<file path="config.mk">
export PLATFORM = sky130hd
export DESIGN_NAME = rtc_ctrl
export DESIGN_NICKNAME = d
export VERILOG_FILES = /design/src/rtc_ctrl.v
export VERILOG_INCLUDE_DIRS = /design/src
export SDC_FILE = /design/constraint.sdc
export NUM_CORES = 1
export LEC_CHECK = 0
export CORE_MARGIN = 1
export CORE_UTILIZATION = 45
export DETAILED_ROUTE_END_ITERATION = 8
export DONT_BUFFER_PORTS = 1
export SLEW_MARGIN = 25
export SYNTH_ARGS = -nofsm -noshare
export SYNTH_HDL_FRONTEND = slang
export SYNTH_SLANG_ARGS = --single-unit
</file>
<file path="constraint.sdc">
create_clock -name clk_i -period 3.8 [get_ports clk_i]
set_input_delay 0.38 -clock clk_i [delete_from_list [all_inputs] [get_ports clk_i]]
set_output_delay 0.38 -clock clk_i [all_outputs]
set_load 0.005 [all_outputs]
</file>
<file path="src/rtc_ctrl_defines.vh">
// Register offsets, field positions, reset values and timing counts for the clock block
`ifndef RTC_CTRL_DEFINES_VH
`define RTC_CTRL_DEFINES_VH

// ****************************************
// Register offsets
// ****************************************
`define OFS_SECONDS_COUNT     4'h0
`define OFS_CLOCK_CTRL_ONE    4'h1
`define OFS_PERIODIC_IRQ_EN   4'h2
`define OFS_CLOCK_SRC_SEL     4'h3
`define OFS_IRQ_FLAG          4'h4
`define OFS_STATUS            4'h5

// ****************************************
// Field positions
// ****************************************
`define BIT_RUN               7
`define BIT_OVF_EN            5
`define BIT_WEEK_EN           4
`define BIT_DAY_EN            3
`define BIT_HOUR_EN           2
`define BIT_MIN_EN            1
`define BIT_SEC_EN            0
`define BIT_BUSY              7
`define BIT_CLOCK_IRQ         0

// ****************************************
// Reset values
// ****************************************
`define RST_SRC_SEL           4'h8
`define RST_CLKOUT_SEL        2'h0
`define RST_IRQ_EN            6'h00

// ****************************************
// Timing
// ****************************************
`define BUSY_TIME_US          62500
`define CLK_PERIOD_NS         10
`define BUSY_CYCLES           ((`BUSY_TIME_US * 1000) / `CLK_PERIOD_NS)

`endif

</file>
<file path="src/rtc_ctrl.v">
// Clock block: interrupt control, source select, free-running counter and clock output
// How it works
// - Enabled calendar events set shared interrupt flag
// - Enable bits 5..0, bits 7,6 read zero
// - Non-calendar source gives 8-bit free counter
// - Source codes 0xxx divide, 1xxx calendar
// - Run bit starts and stops counter
// - Seconds register reads counter in counter mode
// - Enabled counter overflow raises interrupt
// - Output select picks divide by 4/8/16
// - Clock output only in active/sleep mode
// - Time registers ignore external reset
// - Busy held during update, ~62.5 ms
// - Writing zero clears interrupt flag
// - Week event when day-of-week becomes zero
// - Day/hour/minute/second event on count advance
// - Source resets to 1000, rest zero
// - Run bit zero stops, one starts
// - Busy reads one while updating time
`timescale 1ns/10ps
`include "rtc_ctrl_defines.vh"

module rtc_ctrl
#(
	parameter integer BUSY_CYCLES = `BUSY_CYCLES
)
(
	// Clock, reset, enable
	input  wire       clk_i,
	input  wire       rst_n_i,
	input  wire       clk_en_i,
	// Register port
	input  wire [3:0] addr_i,
	input  wire [7:0] wdata_i,
	input  wire       wr_i,
	input  wire       rd_i,
	output reg  [7:0] rdata_o,
	// Calendar interface
	input  wire       tick_32k_i,
	input  wire       sec_adv_i,
	input  wire       min_adv_i,
	input  wire       hour_adv_i,
	input  wire       day_adv_i,
	input  wire [2:0] day_of_week_i,
	input  wire [7:0] cal_seconds_i,
	input  wire       update_start_i,
	output wire       calendar_en_o,
	output wire       run_o,
	// Chip mode and pin
	input  wire       active_or_sleep_i,
	input  wire       clock_out_pin_en_i,
	output reg        clock_out_pin_o,
	output wire       clock_out_pin_oe_o,
	// Interrupt flag
	output wire       clock_irq_flag_o
);

	// ****************************************
	// Control registers
	// ****************************************
	reg        run_q;
	reg  [5:0] irq_en_q;
	reg  [3:0] src_sel_q;
	reg  [1:0] clkout_sel_q;
	reg        irq_q;
	reg        busy_q;
	reg [31:0] busy_cnt_q;
	reg  [7:0] frc_q;
	reg [12:0] div_q;
	reg  [2:0] dow_q;
	reg        dow_valid_q;
	reg        clk_div_q;
	reg        frc_tick;
	reg        clk_sel;
	wire       cal_mode;
	wire       frc_ovf;
	wire       cal_event;
	wire       irq_set;
	wire       week_event;
	wire [7:0] ctrl_rd;
	wire [7:0] en_rd;
	wire [7:0] src_rd;

	assign cal_mode      = src_sel_q[3];
	assign calendar_en_o = cal_mode & run_q;
	assign run_o         = run_q;

	// ****************************************
	// Register writes
	// ****************************************
	always @(posedge clk_i or negedge rst_n_i)
	begin
		if (!rst_n_i)
		begin
			run_q        <= 1'b0;
			irq_en_q     <= `RST_IRQ_EN;
			src_sel_q    <= `RST_SRC_SEL;
			clkout_sel_q <= `RST_CLKOUT_SEL;
		end
		else if (clk_en_i && wr_i)
		begin
			case (addr_i)
				`OFS_CLOCK_CTRL_ONE:  run_q <= wdata_i[`BIT_RUN];
				`OFS_PERIODIC_IRQ_EN: irq_en_q <= wdata_i[5:0];
				`OFS_CLOCK_SRC_SEL:
				begin
					src_sel_q    <= wdata_i[3:0];
					clkout_sel_q <= wdata_i[6:5];
				end
				default: run_q <= run_q;
			endcase
		end
	end

	// ****************************************
	// Prescaler and free-running counter
	// ****************************************
	always @*
	begin
		case (src_sel_q[2:0])
			3'h0:    frc_tick = (div_q[2:0] == 3'h7);
			3'h1:    frc_tick = (div_q[4:0] == 5'h1f);
			3'h2:    frc_tick = (div_q[6:0] == 7'h7f);
			3'h3:    frc_tick = (div_q[7:0] == 8'hff);
			3'h4:    frc_tick = (div_q[8:0] == 9'h1ff);
			3'h5:    frc_tick = (div_q[10:0] == 11'h7ff);
			3'h6:    frc_tick = (div_q[11:0] == 12'hfff);
			default: frc_tick = (div_q == 13'h1fff);
		endcase
	end

	assign frc_ovf = ~cal_mode & run_q & frc_tick & (frc_q == 8'hff);

	always @(posedge clk_i or negedge rst_n_i)
	begin
		if (!rst_n_i)
		begin
			div_q <= 13'h0000;
			frc_q <= 8'h00;
		end
		else if (clk_en_i)
		begin
			div_q <= div_q + 13'h0001;
			if (!cal_mode && run_q && frc_tick)
				frc_q <= frc_q + 8'h01;
		end
	end

	// ****************************************
	// Week event: day-of-week becomes zero
	// ****************************************
	// Time registers live outside and never see this reset
	always @(posedge clk_i or negedge rst_n_i)
	begin
		if (!rst_n_i)
		begin
			dow_q       <= 3'h0;
			dow_valid_q <= 1'b0;
		end
		else if (clk_en_i)
		begin
			dow_q       <= day_of_week_i;
			dow_valid_q <= 1'b1;
		end
	end

	assign week_event = dow_valid_q & (dow_q != 3'h0) & (day_of_week_i == 3'h0);

	// ****************************************
	// Interrupt flag
	// ****************************************
	// Event sources line up with enable bits 4..0
	wire [4:0] evt_src;
	wire [4:0] evt_hit;

	assign evt_src = {week_event, day_adv_i, hour_adv_i, min_adv_i, sec_adv_i};

	genvar g;
	generate
		for (g = 0; g < 5; g = g + 1)
		begin : g_evt
			assign evt_hit[g] = irq_en_q[g] & evt_src[g];
		end
	endgenerate

	// One shared flag; the source is lost, so software enables one at a time
	assign cal_event = cal_mode & (|evt_hit);
	assign irq_set = cal_event | (irq_en_q[`BIT_OVF_EN] & frc_ovf);

	always @(posedge clk_i or negedge rst_n_i)
	begin
		if (!rst_n_i)
			irq_q <= 1'b0;
		else if (clk_en_i)
		begin
			// Set wins over a same-cycle clear
			if (irq_set)
				irq_q <= 1'b1;
			else if (wr_i && addr_i == `OFS_IRQ_FLAG && !wdata_i[`BIT_CLOCK_IRQ])
				irq_q <= 1'b0;
		end
	end

	assign clock_irq_flag_o = irq_q;

	// ****************************************
	// Busy flag
	// ****************************************
	always @(posedge clk_i or negedge rst_n_i)
	begin
		if (!rst_n_i)
		begin
			busy_q     <= 1'b0;
			busy_cnt_q <= 32'h0000_0000;
		end
		else if (clk_en_i)
		begin
			if (!busy_q && update_start_i && cal_mode && run_q)
			begin
				busy_q     <= 1'b1;
				busy_cnt_q <= 32'h0000_0000;
			end
			else if (busy_q)
			begin
				if (busy_cnt_q >= BUSY_CYCLES - 1)
					busy_q <= 1'b0;
				busy_cnt_q <= busy_cnt_q + 32'h0000_0001;
			end
		end
	end

	// ****************************************
	// Clock output divider
	// ****************************************
	always @*
	begin
		case (clkout_sel_q)
			2'h0:    clk_sel = div_q[1];
			2'h1:    clk_sel = div_q[2];
			2'h2:    clk_sel = div_q[3];
			default: clk_sel = 1'b0;
		endcase
	end

	always @(posedge clk_i or negedge rst_n_i)
	begin
		if (!rst_n_i)
			clk_div_q <= 1'b0;
		else if (clk_en_i)
			clk_div_q <= clk_sel;
	end

	always @*
	begin
		clock_out_pin_o = clk_div_q & active_or_sleep_i & clock_out_pin_en_i;
	end

	assign clock_out_pin_oe_o = clock_out_pin_en_i;

	// ****************************************
	// Register reads
	// ****************************************
	assign ctrl_rd = {run_q, 7'h00};
	assign en_rd   = {2'h0, irq_en_q};
	assign src_rd  = {1'b0, clkout_sel_q, 1'b0, src_sel_q};

	always @(posedge clk_i or negedge rst_n_i)
	begin
		if (!rst_n_i)
			rdata_o <= 8'h00;
		else if (clk_en_i)
		begin
			if (rd_i)
			begin
				case (addr_i)
					`OFS_SECONDS_COUNT:   rdata_o <= cal_mode ? cal_seconds_i : frc_q;
					`OFS_CLOCK_CTRL_ONE:  rdata_o <= ctrl_rd;
					`OFS_PERIODIC_IRQ_EN: rdata_o <= en_rd;
					`OFS_CLOCK_SRC_SEL:   rdata_o <= src_rd;
					`OFS_IRQ_FLAG:        rdata_o <= {7'h00, irq_q};
					`OFS_STATUS:          rdata_o <= {busy_q, 7'h00};
					default:              rdata_o <= 8'h00;
				endcase
			end
			else
				rdata_o <= 8'h00;
		end
	end

endmodule

</file>
## Word level (Yosys, flattened, before mapping)

Cells that the tools add are included.

| cells by class | value |
|---|---|
| shift operators | 0 |
| mux-type cells | 12 |
| equal/unequal tests | 22 |
| order comparisons | 1 |
| bitwise operators | 17 |
| add/subtract/negate cells | 3 |
| multipliers | 0 |
| divide/modulo/power cells | 0 |
| reduce and logical (&&, ||, !) cells | 25 |

Operators by type and width:

| operator | count |
|---|---|
| 2-to-1 mux 32 bit | 2 |
| case mux 8 bit (6 select lines) | 1 |
| adder 32 x 1 -> 32 bit (second input constant) | 1 |
| >= comparator 32 x 23 -> 1 bit (second input constant) | 1 |
| == test 8 bit (second input constant) | 2 |
| 2-to-1 mux 8 bit | 2 |
| bitwise AND 1 bit | 15 |
| adder 13 x 1 -> 13 bit (second input constant) | 1 |
| == test 13 bit (second input constant) | 1 |
| == test 12 bit (second input constant) | 1 |
| == test 3 bit (second input constant) | 4 |
| AND reduction 2 bit | 6 |
| == test 11 bit (second input constant) | 1 |
| == test 9 bit (second input constant) | 1 |
| adder 8 x 1 -> 8 bit (second input constant) | 1 |
| == test 4 x 2 -> 1 bit (second input constant) | 2 |
| == test 4 x 3 -> 1 bit (second input constant) | 2 |
| logical AND 1 bit | 8 |
| == test 7 bit (second input constant) | 1 |
| case mux 1 bit (7 select lines) | 1 |
| == test 3 x 2 -> 1 bit (second input constant) | 2 |
| logical NOT 3 bit | 2 |
| == test 5 bit (second input constant) | 1 |
| 2-to-1 mux 1 bit | 5 |
| 13 further kinds | 16 |

| word-level totals | value |
|---|---|
| memories kept | 0 |
| register bits after elaboration | 81 |
| bits in latches | 0 |
| logic and storage cells | 93 |
| output and inout bits | 13 |
| memory bits (writable) | 0 |
| bits in read-only memories | 0 |

## Longest topological paths before layout

Gate-level depths: netlist of the first run.

| depth | value |
|---|---|
| depth in word-level cells | 9 |
| gate-level depth with buffers | 9 |
| depth with buffers taken out | 9 |

## Worst setup path after synthesis of the first run

OpenSTA, ideal clock, no wires.

| path | value |
|---|---|
| path kind | register to register |
| start point | register div_q[0] |
| end point | register frc_q[1] |
| cell stages (with the launch flop) | 9 |
| setup time | 125 ps |
| clock period less this slack | 2,380 ps |
| data arrival time | 2,255 ps |
| buffers on the path | 0 |
| required time | 3,675 ps |
| path slack | 1,420 ps |
| cell sequence | dfrtp_1 > ha_1 > and3_1 > ha_1 > mux2_2 > a21oi_1 > a2bb2oi_1 > or3_1 > mux2_2 |

| between the ends | value |
|---|---|
| word-level cells in the longest chain between the ends | 4 |
| elaborated cells on any way between the ends | 11 |
| classes of those cells | 8 x eq/ne; 1 x mux; 2 x reduce/logical |

RTL lines:

| element | line | text |
|---|---|---|
| start: declaration | rtc_ctrl.v:69 | `reg [12:0] div_q;` |
| start signal: assignment | rtc_ctrl.v:143 | `div_q <= div_q + 13'h0001;` |
| == test 13 bit, or another cell as far along | rtc_ctrl.v:128 | `default: frc_tick = (div_q == 13'h1fff);` |
| case mux 1 bit (7 select lines) * | rtc_ctrl.v:120 | `case (src_sel_q[2:0])` |
| logical AND 1 bit * | rtc_ctrl.v:144 | `if (!cal_mode && run_q && frc_tick)` |
| AND reduction 2 bit (no source line) * | n/a |  |
| end signal: assignment | rtc_ctrl.v:145 | `frc_q <= frc_q + 8'h01;` |
| end: declaration | rtc_ctrl.v:68 | `reg [7:0] frc_q;` |

Every way passes the cells marked *; elsewhere a longest branch is shown, timed or not.
A chain may end at the register's enable or synchronous reset.

## Worst setup path in the final report of the first run

| path | value |
|---|---|
| start point | register src_sel_q[3] |
| end point | register busy_cnt_q[15] |

| between the ends | value |
|---|---|
| word-level cells in the longest chain between the ends | 4 |
| elaborated cells on any way between the ends | 5 |
| classes of those cells | 1 x mux; 4 x reduce/logical |

RTL lines:

| element | line | text |
|---|---|---|
| start: declaration | rtc_ctrl.v:63 | `reg [3:0] src_sel_q;` |
| start signal: assignment | rtc_ctrl.v:97 | `` src_sel_q <= `RST_SRC_SEL; `` |
| start signal: assignment | rtc_ctrl.v:107 | `src_sel_q <= wdata_i[3:0];` |
| logical AND 1 bit * (2 in series) | rtc_ctrl.v:218 | `if (!busy_q && update_start_i && cal_mode && run_q)` |
| nonzero test 2 bit (no source line) | n/a |  |
| AND reduction 2 bit (no source line) | n/a |  |
| end signal: assignment | rtc_ctrl.v:227 | `busy_cnt_q <= busy_cnt_q + 32'h0000_0001;` |
| end: declaration | rtc_ctrl.v:67 | `reg [31:0] busy_cnt_q;` |

Marks and branches as above.

==> flow_summary.ini, run 1 <==
[synth]
synth_warnings = 0
ys_top_cells_by_area = dfrtp_1, xnor2_1, mux2_2, nor2_1, xor2_1
syn_area_um2 = 4290
synth_compound_area_share_pct = 6.73
synth_top_area_cell = dfrtp_1
ys_types = 56
yosys.area.top_type_share_pct = 46.6
yosys.area_share.adder_pct = 1.75
synthCells = 402
ys.flop_type = dfrtp_1
syn_nets = 444
synthMuxAreaShare_pct = 8.80
syn_avg_cell_area_um2 = 10.7
synth_top_family_by_area = simple AND/OR/NAND/NOR gates
ys_seq_elements = 81
synthSimpleGateAreaFrac_pct = 23.4
synth_xor_xnor_area_share_pct = 8.97
synth_edf_count = 0
async_flop_share_pct = 100
ys_seq_area_share_pct = 47.2

[route]
viasPerCell = 5.67
drtIter0Drc = 109
dr.pass1.iters = 4
drcViolationCount = 0
ant_nets = 0
wl_per_cell_um = 17.2
vias = 3003
routed_wl_um = 9100

[grt]
track_usage_pct = 19.7
grt_max_degree = 82
grt_pass1_wl_um = 15200
gr-total-overflow = 0
antenna_found_initial = 0
grt_pass1_vias = 3005

[sta]
final-hold-violation-count = 0
rsz0062_at_grt = false
min_period_ps = 2730
skew_ps = 8.99
clock.fmax_mhz = 366
setup_viol = 0
post-route-period-util_pct = 71.9
fin_hold_ws_ps = 121
worst_pin_slew_ps = 849
slew_violations = 0
max-slew-margin-rel_pct = 43.4
final.setup.tns_ps = 0

[setup_path]
worstPathRequired_ps = 4020
r2r_cells = 5
slowest_stage = or4b_1
cp_data_arrival_time_ps = 2950
rr_startpoint = src_sel_q[3]
start_kind = register
worst-path-max-fanout = 14
crit_type = register to register
r2r_end = busy_cnt_q[15]
ff2ff_setup_slack_ps = 1070
cpPeakStageDelay_ps = 960
critPathCaptureType = register
cp_cell_sequence = a31oi_1, or4b_1, nor4_1, xnor2_1, nor2_1

[min_path]
min_path_cells = 1
hp-start = clk_en_i
hold_path_class = primary input to register
min_to = div_q[0]

[pwr]
p_sw_uw = 591
clkPwrFrac_pct = 33.7
intPower_mw = 1.55
power.density_nw_per_um2 = 463
pwr-share-comb_pct = 14.3
power.share.switching_pct = 27.6
leakage_nw = 1.94
p_total_mw = 2.14
ir_drop_uv = 345
power.share.sequential_pct = 52.0

[clock_tree]
path_clk_slew_ps = 80
cts_tree = built
clock_latency_ps = 350
cts_resized = 0
clock_tree.root_cell = clkbuf_8
clk_path_buf_depth = 2
cts_made_buffers = 9
htreeDepth = 3
clock_sinks = 81

[placed_design]
place_area_um2 = 4360
dp_hpwl_um = 6120
gp_congestion = 0.806
io_buffers = 0
place_inst = 512

[floorplanning]
core_um2 = 9240
dieArea_um2 = 9940
start_util_pct = 46.5
die_h_um = 99.7
rows = 35
pin_count = 49
die_width_um = 99.7

[layout]
area_delta_synth_final_pct = 7.87
antenna_cells = 0
stdcell_count = 530
final_common_cell = dfrtp_1
fin_nets = 438
final_cell_mix = dfrtp_1, nor2_1, nand2_1, xnor2_1, mux2_2
drive_above_1_share_pct = 17.2
finalInstanceArea_um2 = 4630

[flow_run]
drv_cap = 0

[status]
status = completed
-- final cells by class --
class	count	area, µm²
Clock buffer	12	155
Clock inverter	4	75.1
Fill cell	850	4610
Inverter	8	30.0
Multi-Input combinational cell	293	2140
Sequential cell	81	2030
Tap cell	129	161
Timing Repair Buffer	3	45.0
-- kinds of logic (layout without fill, tap and decap cells) --
group	Yosys count	count (layout)
simple gates	169	169
xor+xnor	44	44
mux	35	35
buf+inv	28	27
fa+ha+maj	6	6
compound gates	39	39
flops	81	81
-- power groups by stage --
stage                     Clock, mW  Combinational (mW)  Sequential [mW]
final                         0.723               0.306             1.11
after CTS                     0.745               0.312             1.11
after detailed placement          0               0.288             1.13
after global routing          0.773               0.348             1.14
after global placement            0               0.279             1.13
after floorplan                   0               0.258             1.08
-- critical path, delay by kind of cell, from the launching register on --
kind,cells,cell delay (ps)
AOI/OAI and AO/OA,1,260
DFF,1,770
xor gates and xnor gates,1,170
and+or+nand+nor,3,1400
-- registers in the layout (all words and copies together), names as in the netlist --
name	count
dow_valid_q	1
clkout_sel_q	2
clock_irq_flag_o	1
run_o	1
div_q	13
frc_q	8
irq_en_q	6
dow_q	3
busy_cnt_q	32
clk_div_q	1
rdata_o	8
src_sel_q	4
busy_q	1
-- through the flow --
stage | utilization (%) | setup WS, ps
3_5_place_dp | 47.2 | 1090
6_report | 50.1 | 1070
3_3_place_gp | 47.2 | 1100
2_1_floorplan | - | 1420
4_1_cts | 50.1 | 1080
5_1_grt | 50.1 | 934
-- worst max path at each step --
| stage | from | end | slack [ps] |
|---|---|---|---|
| after floorplan | div_q[0] | frc_q[1] | 1420 |
| after global placement | src_sel_q[3] | busy_cnt_q[15] | 1100 |
| after detailed placement | src_sel_q[3] | busy_cnt_q[15] | 1090 |
| after CTS | div_q[0] | frc_q[1] | 1080 |
| after global routing | div_q[2] | frc_q[1] | 930 |
| final | src_sel_q[3] | busy_cnt_q[15] | 1070 |
-- cells in the mapped netlist, types with 6 or more instances --
| master | number |
|---|---|
| dfrtp_1 | 80 |
| nor2_1 | 35 |
| nand2_1 | 34 |
| xnor2_1 | 29 |
| mux2_2 | 22 |
| nand3_1 | 17 |
| xor2_1 | 15 |
| mux2i_1 | 13 |
| clkbuf_1 | 10 |
| nor4_1 | 9 |
| inv_1 | 8 |
| nand4_1 | 8 |
| nor3_2 | 8 |
| and3_1 | 7 |
| nor3_1 | 7 |
| nor4_2 | 7 |
| ha_1 | 6 |
| o22ai_1 | 6 |
-- repair_timing --
action | in CTS | in global routing
hold endpoints to repair | 81 | 0
hold buffers | 2 | 0
setup buffers | 0 | 0
endpoints found under the setup margin | 0 | 0
-- per-layer routing --
metal	global-route usage (%)	vias up	wire length, µm
li1	-	1425	-
met1	25.4	1510	4220
met2	31.5	52	4290
met3	5.62	16	399
met4	7.35	0	191
met5	0	-	0
Power figures use the tool's default switching activity.
==> run 2, diff against run 1 <==
clock period = 2.2 ns   (was 3.8 ns; I/O delays follow)
==> run 2 against run 1 <==
  * The flow now finishes with violations (negative setup slack)
  * Hold slack worse by 100 ps
  * Design area up 6.6%
  * Cell count up 5.5%
  * Clock skew up 0.92 ps
  * Maximum frequency up 22%
  * Clock power up 41%
  * First-iteration DRC count up 32%
  * Highest routed layer unchanged
==> flow_summary.ini, run 2 (synthesis results as in run 1) <==
[clock_tree]
htreeDepth = 3
clk_path_buf_depth = 2
cts_tree = built
clock_latency_ps = 350
path_clk_slew_ps = 80
clock_sinks = 81
clock_tree.root_cell = clkbuf_8
cts_made_buffers = 9

[pwr]
ir_drop_uv = 550
clkPwrFrac_pct = 28.0
p_sw_mw = 1.06
power.density_nw_per_um2 = 741
power.share.sequential_pct = 51.3
pwr-share-comb_pct = 20.7
intPower_mw = 2.60
leakage_nw = 2.07
power.share.switching_pct = 28.9

[setup_path]
cp_data_arrival_time_ps = 2470
critPathCaptureType = register
worst-path-max-fanout = 3
cpPeakStageDelay_ps = 430
cp_cell_sequence = and4_4, and3_4, and2_4, ha_4, inv_2, o31ai_4, a31oi_4, or3_4, mux2_4
r2r_cells = 9
slowest_stage = or3_4
start_kind = register
worstPathRequired_ps = 2440
crit_type = register to register

[sta]
fin_ws_ps = -37.3
post-route-period-util_pct = 102
clock.fmax_mhz = 447
fin_hold_ws_ps = 18.9
min_period_ps = 2240
rsz0062_at_grt = true
max-slew-margin-rel_pct = 61.9
skew_ps = 9.91
final-hold-violation-count = 0
worst_pin_slew_ps = 570
slew_violations = 0
setup_viol = 1

[route]
vias = 3093
drcViolationCount = 0
wl_per_cell_um = 17.0
routed_wl_um = 9510
dr.pass1.iters = 4
drtIter0Drc = 144
ant_nets = 0
viasPerCell = 5.53

[floorplanning]
dieArea_um2 = 9940
core_um2 = 9240
die_h_um = 99.7
start_util_pct = 46.5
rows = 35
die_width_um = 99.7
pin_count = 49

[flow_run]
drv_cap = 0

[placed_design]
gp_congestion = 0.820
io_buffers = 0
dp_hpwl_um = 6340
place_area_um2 = 4530

[layout]
finalInstanceArea_um2 = 4940
final_cell_mix = dfrtp_1, nor2_1, nand2_1, xnor2_1
fin_nets = 467
largest_register_ffs = 32
drive_above_1_share_pct = 24.0
largest-register = busy_cnt_q
final_common_cell = dfrtp_1
largestRegisters = busy_cnt_q (32), div_q (13)
area_delta_synth_final_pct = 14.9

[grt]
grt_pass1_vias = 3101
track_usage_pct = 20.3
antenna_found_initial = 0
grt_pass1_wl_um = 15800
grt_max_degree = 82
gr-total-overflow = 0

[status]
status = finished, violations left
violations = negative setup slack

[min_path]
min_path_cells = 1
hold_path_class = primary input to register
-- run 2: worst max-delay path: cells and delay by family, from the launching register on --
family          cells  cell delay, ps
mux                 1             310
simple gates        4             990
fa+ha+maj           1             120
compound gates      2             320
buf+inv             1              30
flops               1             360
-- run 2: power by group through the flow --
stage                     sequential, mW  combinational [mW]  clock (mW)
final                               1.88               0.759        1.02
after global routing                1.90               0.850        1.12
after CTS                           1.87               0.712        1.06
after detailed placement            1.90               0.663           0
after global placement              1.89               0.649           0
after floorplan                     1.87               0.462           0
-- run 2: path summary, 6_finish.rpt --
path                                    to  slack [ps]  startpoint
max                               frc_q[1]         -40    div_q[2]
min                        clkout_sel_q[0]          20  wdata_i[5]
max reg2reg                       frc_q[1]         -40    div_q[2]
min reg2reg                      div_q[10]         480   div_q[10]
max in group asynchronous     src_sel_q[3]        1440     rst_n_i
min in group asynchronous    busy_cnt_q[9]         410     rst_n_i
-- run 2: layout make-up --
type	count	area, µm²
Fill cell	813	4300
Multi-Input combinational cell	293	2250
Sequential cell	81	2030
Timing Repair Buffer	32	287
Clock buffer	13	169
Tap cell	129	161
Inverter	8	30.0
Clock inverter	2	12.5
Antenna cell	1	2.50
-- run 2: repair_timing --
| item | 4_1_cts | 5_1_grt |
|---|---|---|
| setup endpoints to repair | 0 | 6 |
| gates resized for setup | 0 | 14 |
| setup buffers | 0 | 4 |
| hold buffers | 6 | 4 |
| hold endpoints to repair | 86 | 4 |
-- run 2: stage by stage --
stage | setup slack [ps] | instances | utilization (%) | power, mW | setup TNS (ps)
after floorplan | 4.11 | 402 | - | 2.34 | 0
after global placement | 62.6 | 529 | 49.0 | 2.54 | 0
after detailed placement | 29.1 | 529 | 49.0 | 2.56 | 0
after CTS | 17.1 | 550 | 51.8 | 3.64 | 0
after global routing | -109 | 558 | 53.4 | 3.87 | -321
final | -37.3 | 559 | 53.4 | 3.66 | -37.3
-- run 2: per-layer routing --
metal  GRT usage (%)  up-vias  part of all wire (%)
met4            8.37        0                   2.2
met1            26.5     1526                    46
li1                -     1488                     -
met3            5.76       19                   4.3
met2            31.5       60                    47
met5               0        -                     0
==> run 3, diff against run 2 <==
CORE_UTILIZATION = 54   (was 45)
CTS_CLUSTER_DIAMETER = 150   (was default)
PLACE_DENSITY = 0.72   (was default)
==> run 3 against run 2 <==
  * The run now ends clean
  * Sequential share of layout area up 0.61 points
  * Die area down 16%
  * First-iteration DRC count down 44%
  * Routed wire length down 1.5%
  * Critical path type unchanged
  * Hold slack worse by 5.1 ps
  * Setup slack better by 67 ps
  * Critical path depth unchanged
==> flow_summary.ini, run 3 (synthesis results as in run 1) <==
[sta]
rsz0062_at_grt = true
fin_hold_ws_ps = 13.8
final-hold-violation-count = 0
post-route-period-util_pct = 98.7
max-slew-margin-rel_pct = 62.2
skew_ps = 7.54
slew_violations = 0
setup_viol = 0
fin_ws_ps = 29.5
final.setup.tns_ps = 0
min_period_ps = 2170
clock.fmax_mhz = 461
worst_pin_slew_ps = 565

[floorplanning]
die_width_um = 91.2
rows = 32
dieArea_um2 = 8310
core_um2 = 7730
pin_count = 49
die_h_um = 91.2
start_util_pct = 55.6

[min_path]
hp-start = wdata_i[0]
min_path_cells = 1
hold_path_class = primary input to register
min_to = irq_en_q[0]

[setup_path]
critPathCaptureType = register
r2r_end = frc_q[1]
ff2ff_setup_slack_ps = 30
rr_startpoint = div_q[4]
crit_type = register to register
slowest_stage = or3_4
cp_data_arrival_time_ps = 2410
worstPathRequired_ps = 2440
cpPeakStageDelay_ps = 430
worst-path-max-fanout = 3
cp_cell_sequence = and4_4, and3_4, and2_1, ha_1, inv_1, o31ai_2, a31oi_2, or3_4, mux2_2
r2r_cells = 9
start_kind = register

[route]
drcViolationCount = 0
dr.pass1.iters = 4
viasPerCell = 5.93
wl_per_cell_um = 17.7
ant_nets = 0
drtIter0Drc = 81
routed_wl_um = 9370
vias = 3142

[layout]
final_common_cell = dfrtp_1
area_delta_synth_final_pct = 13.3
antenna_cells = 0
largestRegisters = busy_cnt_q (32), div_q (13)
finalInstanceArea_um2 = 4860
largest-register = busy_cnt_q
final_core_util_pct = 62.9
drive_above_1_share_pct = 23.4
seq_area_um2 = 2030
fin_nets = 465
largest_register_ffs = 32
multi_input_area_um2 = 2200
stdcell_count = 530
fill_cells = 631
final_cell_mix = dfrtp_1, nor2_1, nand2_1, xnor2_1, mux2_2

[clock_tree]
htreeDepth = 3
cts_made_buffers = 9
clk_path_buf_depth = 2
cts_tree = built
clock_tree.root_cell = clkbuf_8
path_clk_slew_ps = 80
clock_sinks = 81
clock_latency_ps = 360

[grt]
grt_pass1_wl_um = 16000
gr-total-overflow = 0
track_usage_pct = 24.5
grt_max_degree = 82
grt_pass1_vias = 3274
antenna_found_initial = 0

[flow_run]
drv_cap = 0

[placed_design]
io_buffers = 0
gp_congestion = 0.802
dp_hpwl_um = 6330
place_ws_ps = 47.4
place_area_um2 = 4480
place_inst = 501

[status]
status = completed

[pwr]
power.density_nw_per_um2 = 780
ir_drop_uv = 542
leakage_nw = 2.07
p_total_mw = 3.79
==> run 3: changes by cell type in the layout (fill, tap and decap cells not counted), sizes merged <==
cell	change
dlygate4sd3	-1
bufinv	+1
diode	-1
clkbuf	+1
buf	-1
clkinvlp	-1
==> run 3: worst max-delay path by stage <==
stage | from | end | depth (start not counted)
finish | div_q[4] | frc_q[1] | 9
global route | div_q[4] | frc_q[1] | 9
CTS | div_q[0] | frc_q[1] | 8
detailed placement | div_q[5] | clock_irq_flag_o | 9
global placement | div_q[0] | frc_q[1] | 8
floorplan | div_q[0] | frc_q[1] | 8
==> run 3: cell type report <==
class,count,area share (%)
Clock buffer,14,3.55
Sequential cell,81,41.7
Clock inverter,2,0.720
Timing Repair Buffer,30,5.45
Tap cell,102,2.62
Inverter,8,0.617
Multi-Input combinational cell,293,45.3
==> run 3: critical path: cells and delay by family, from the launching register on <==
kind | cells | cell delay (ps)
compound gates | 2 | 280
fa+ha+maj | 1 | 130
buf+inv | 1 | 40
flops | 1 | 360
mux | 1 | 290
simple gates | 4 | 960
==> run 3: repair_timing <==
item / CTS / global route
hold buffers: 8 / 1
buffers inserted: 0 / 4
resized for setup: 0 / 6
hold endpoints to repair: 88 / 1
endpoints found under the setup margin: 0 / 11
==> run 3: report_power, final <==
part	internal, mW	switching [mW]
sequential	1.69	0.183
combinational	0.423	0.349
clock	0.618	0.531
==> run 3: routing by layer <==
| metal | global-route usage (%) | routed length (µm) | vias up |
|---|---|---|---|
| met2 | 39.1 | 4540 | 71 |
| met1 | 31.3 | 4110 | 1573 |
| met3 | 6.28 | 510 | 19 |
| li1 | - | - | 1479 |
| met4 | 11.1 | 211 | 0 |
| met5 | 0 | 0 | - |
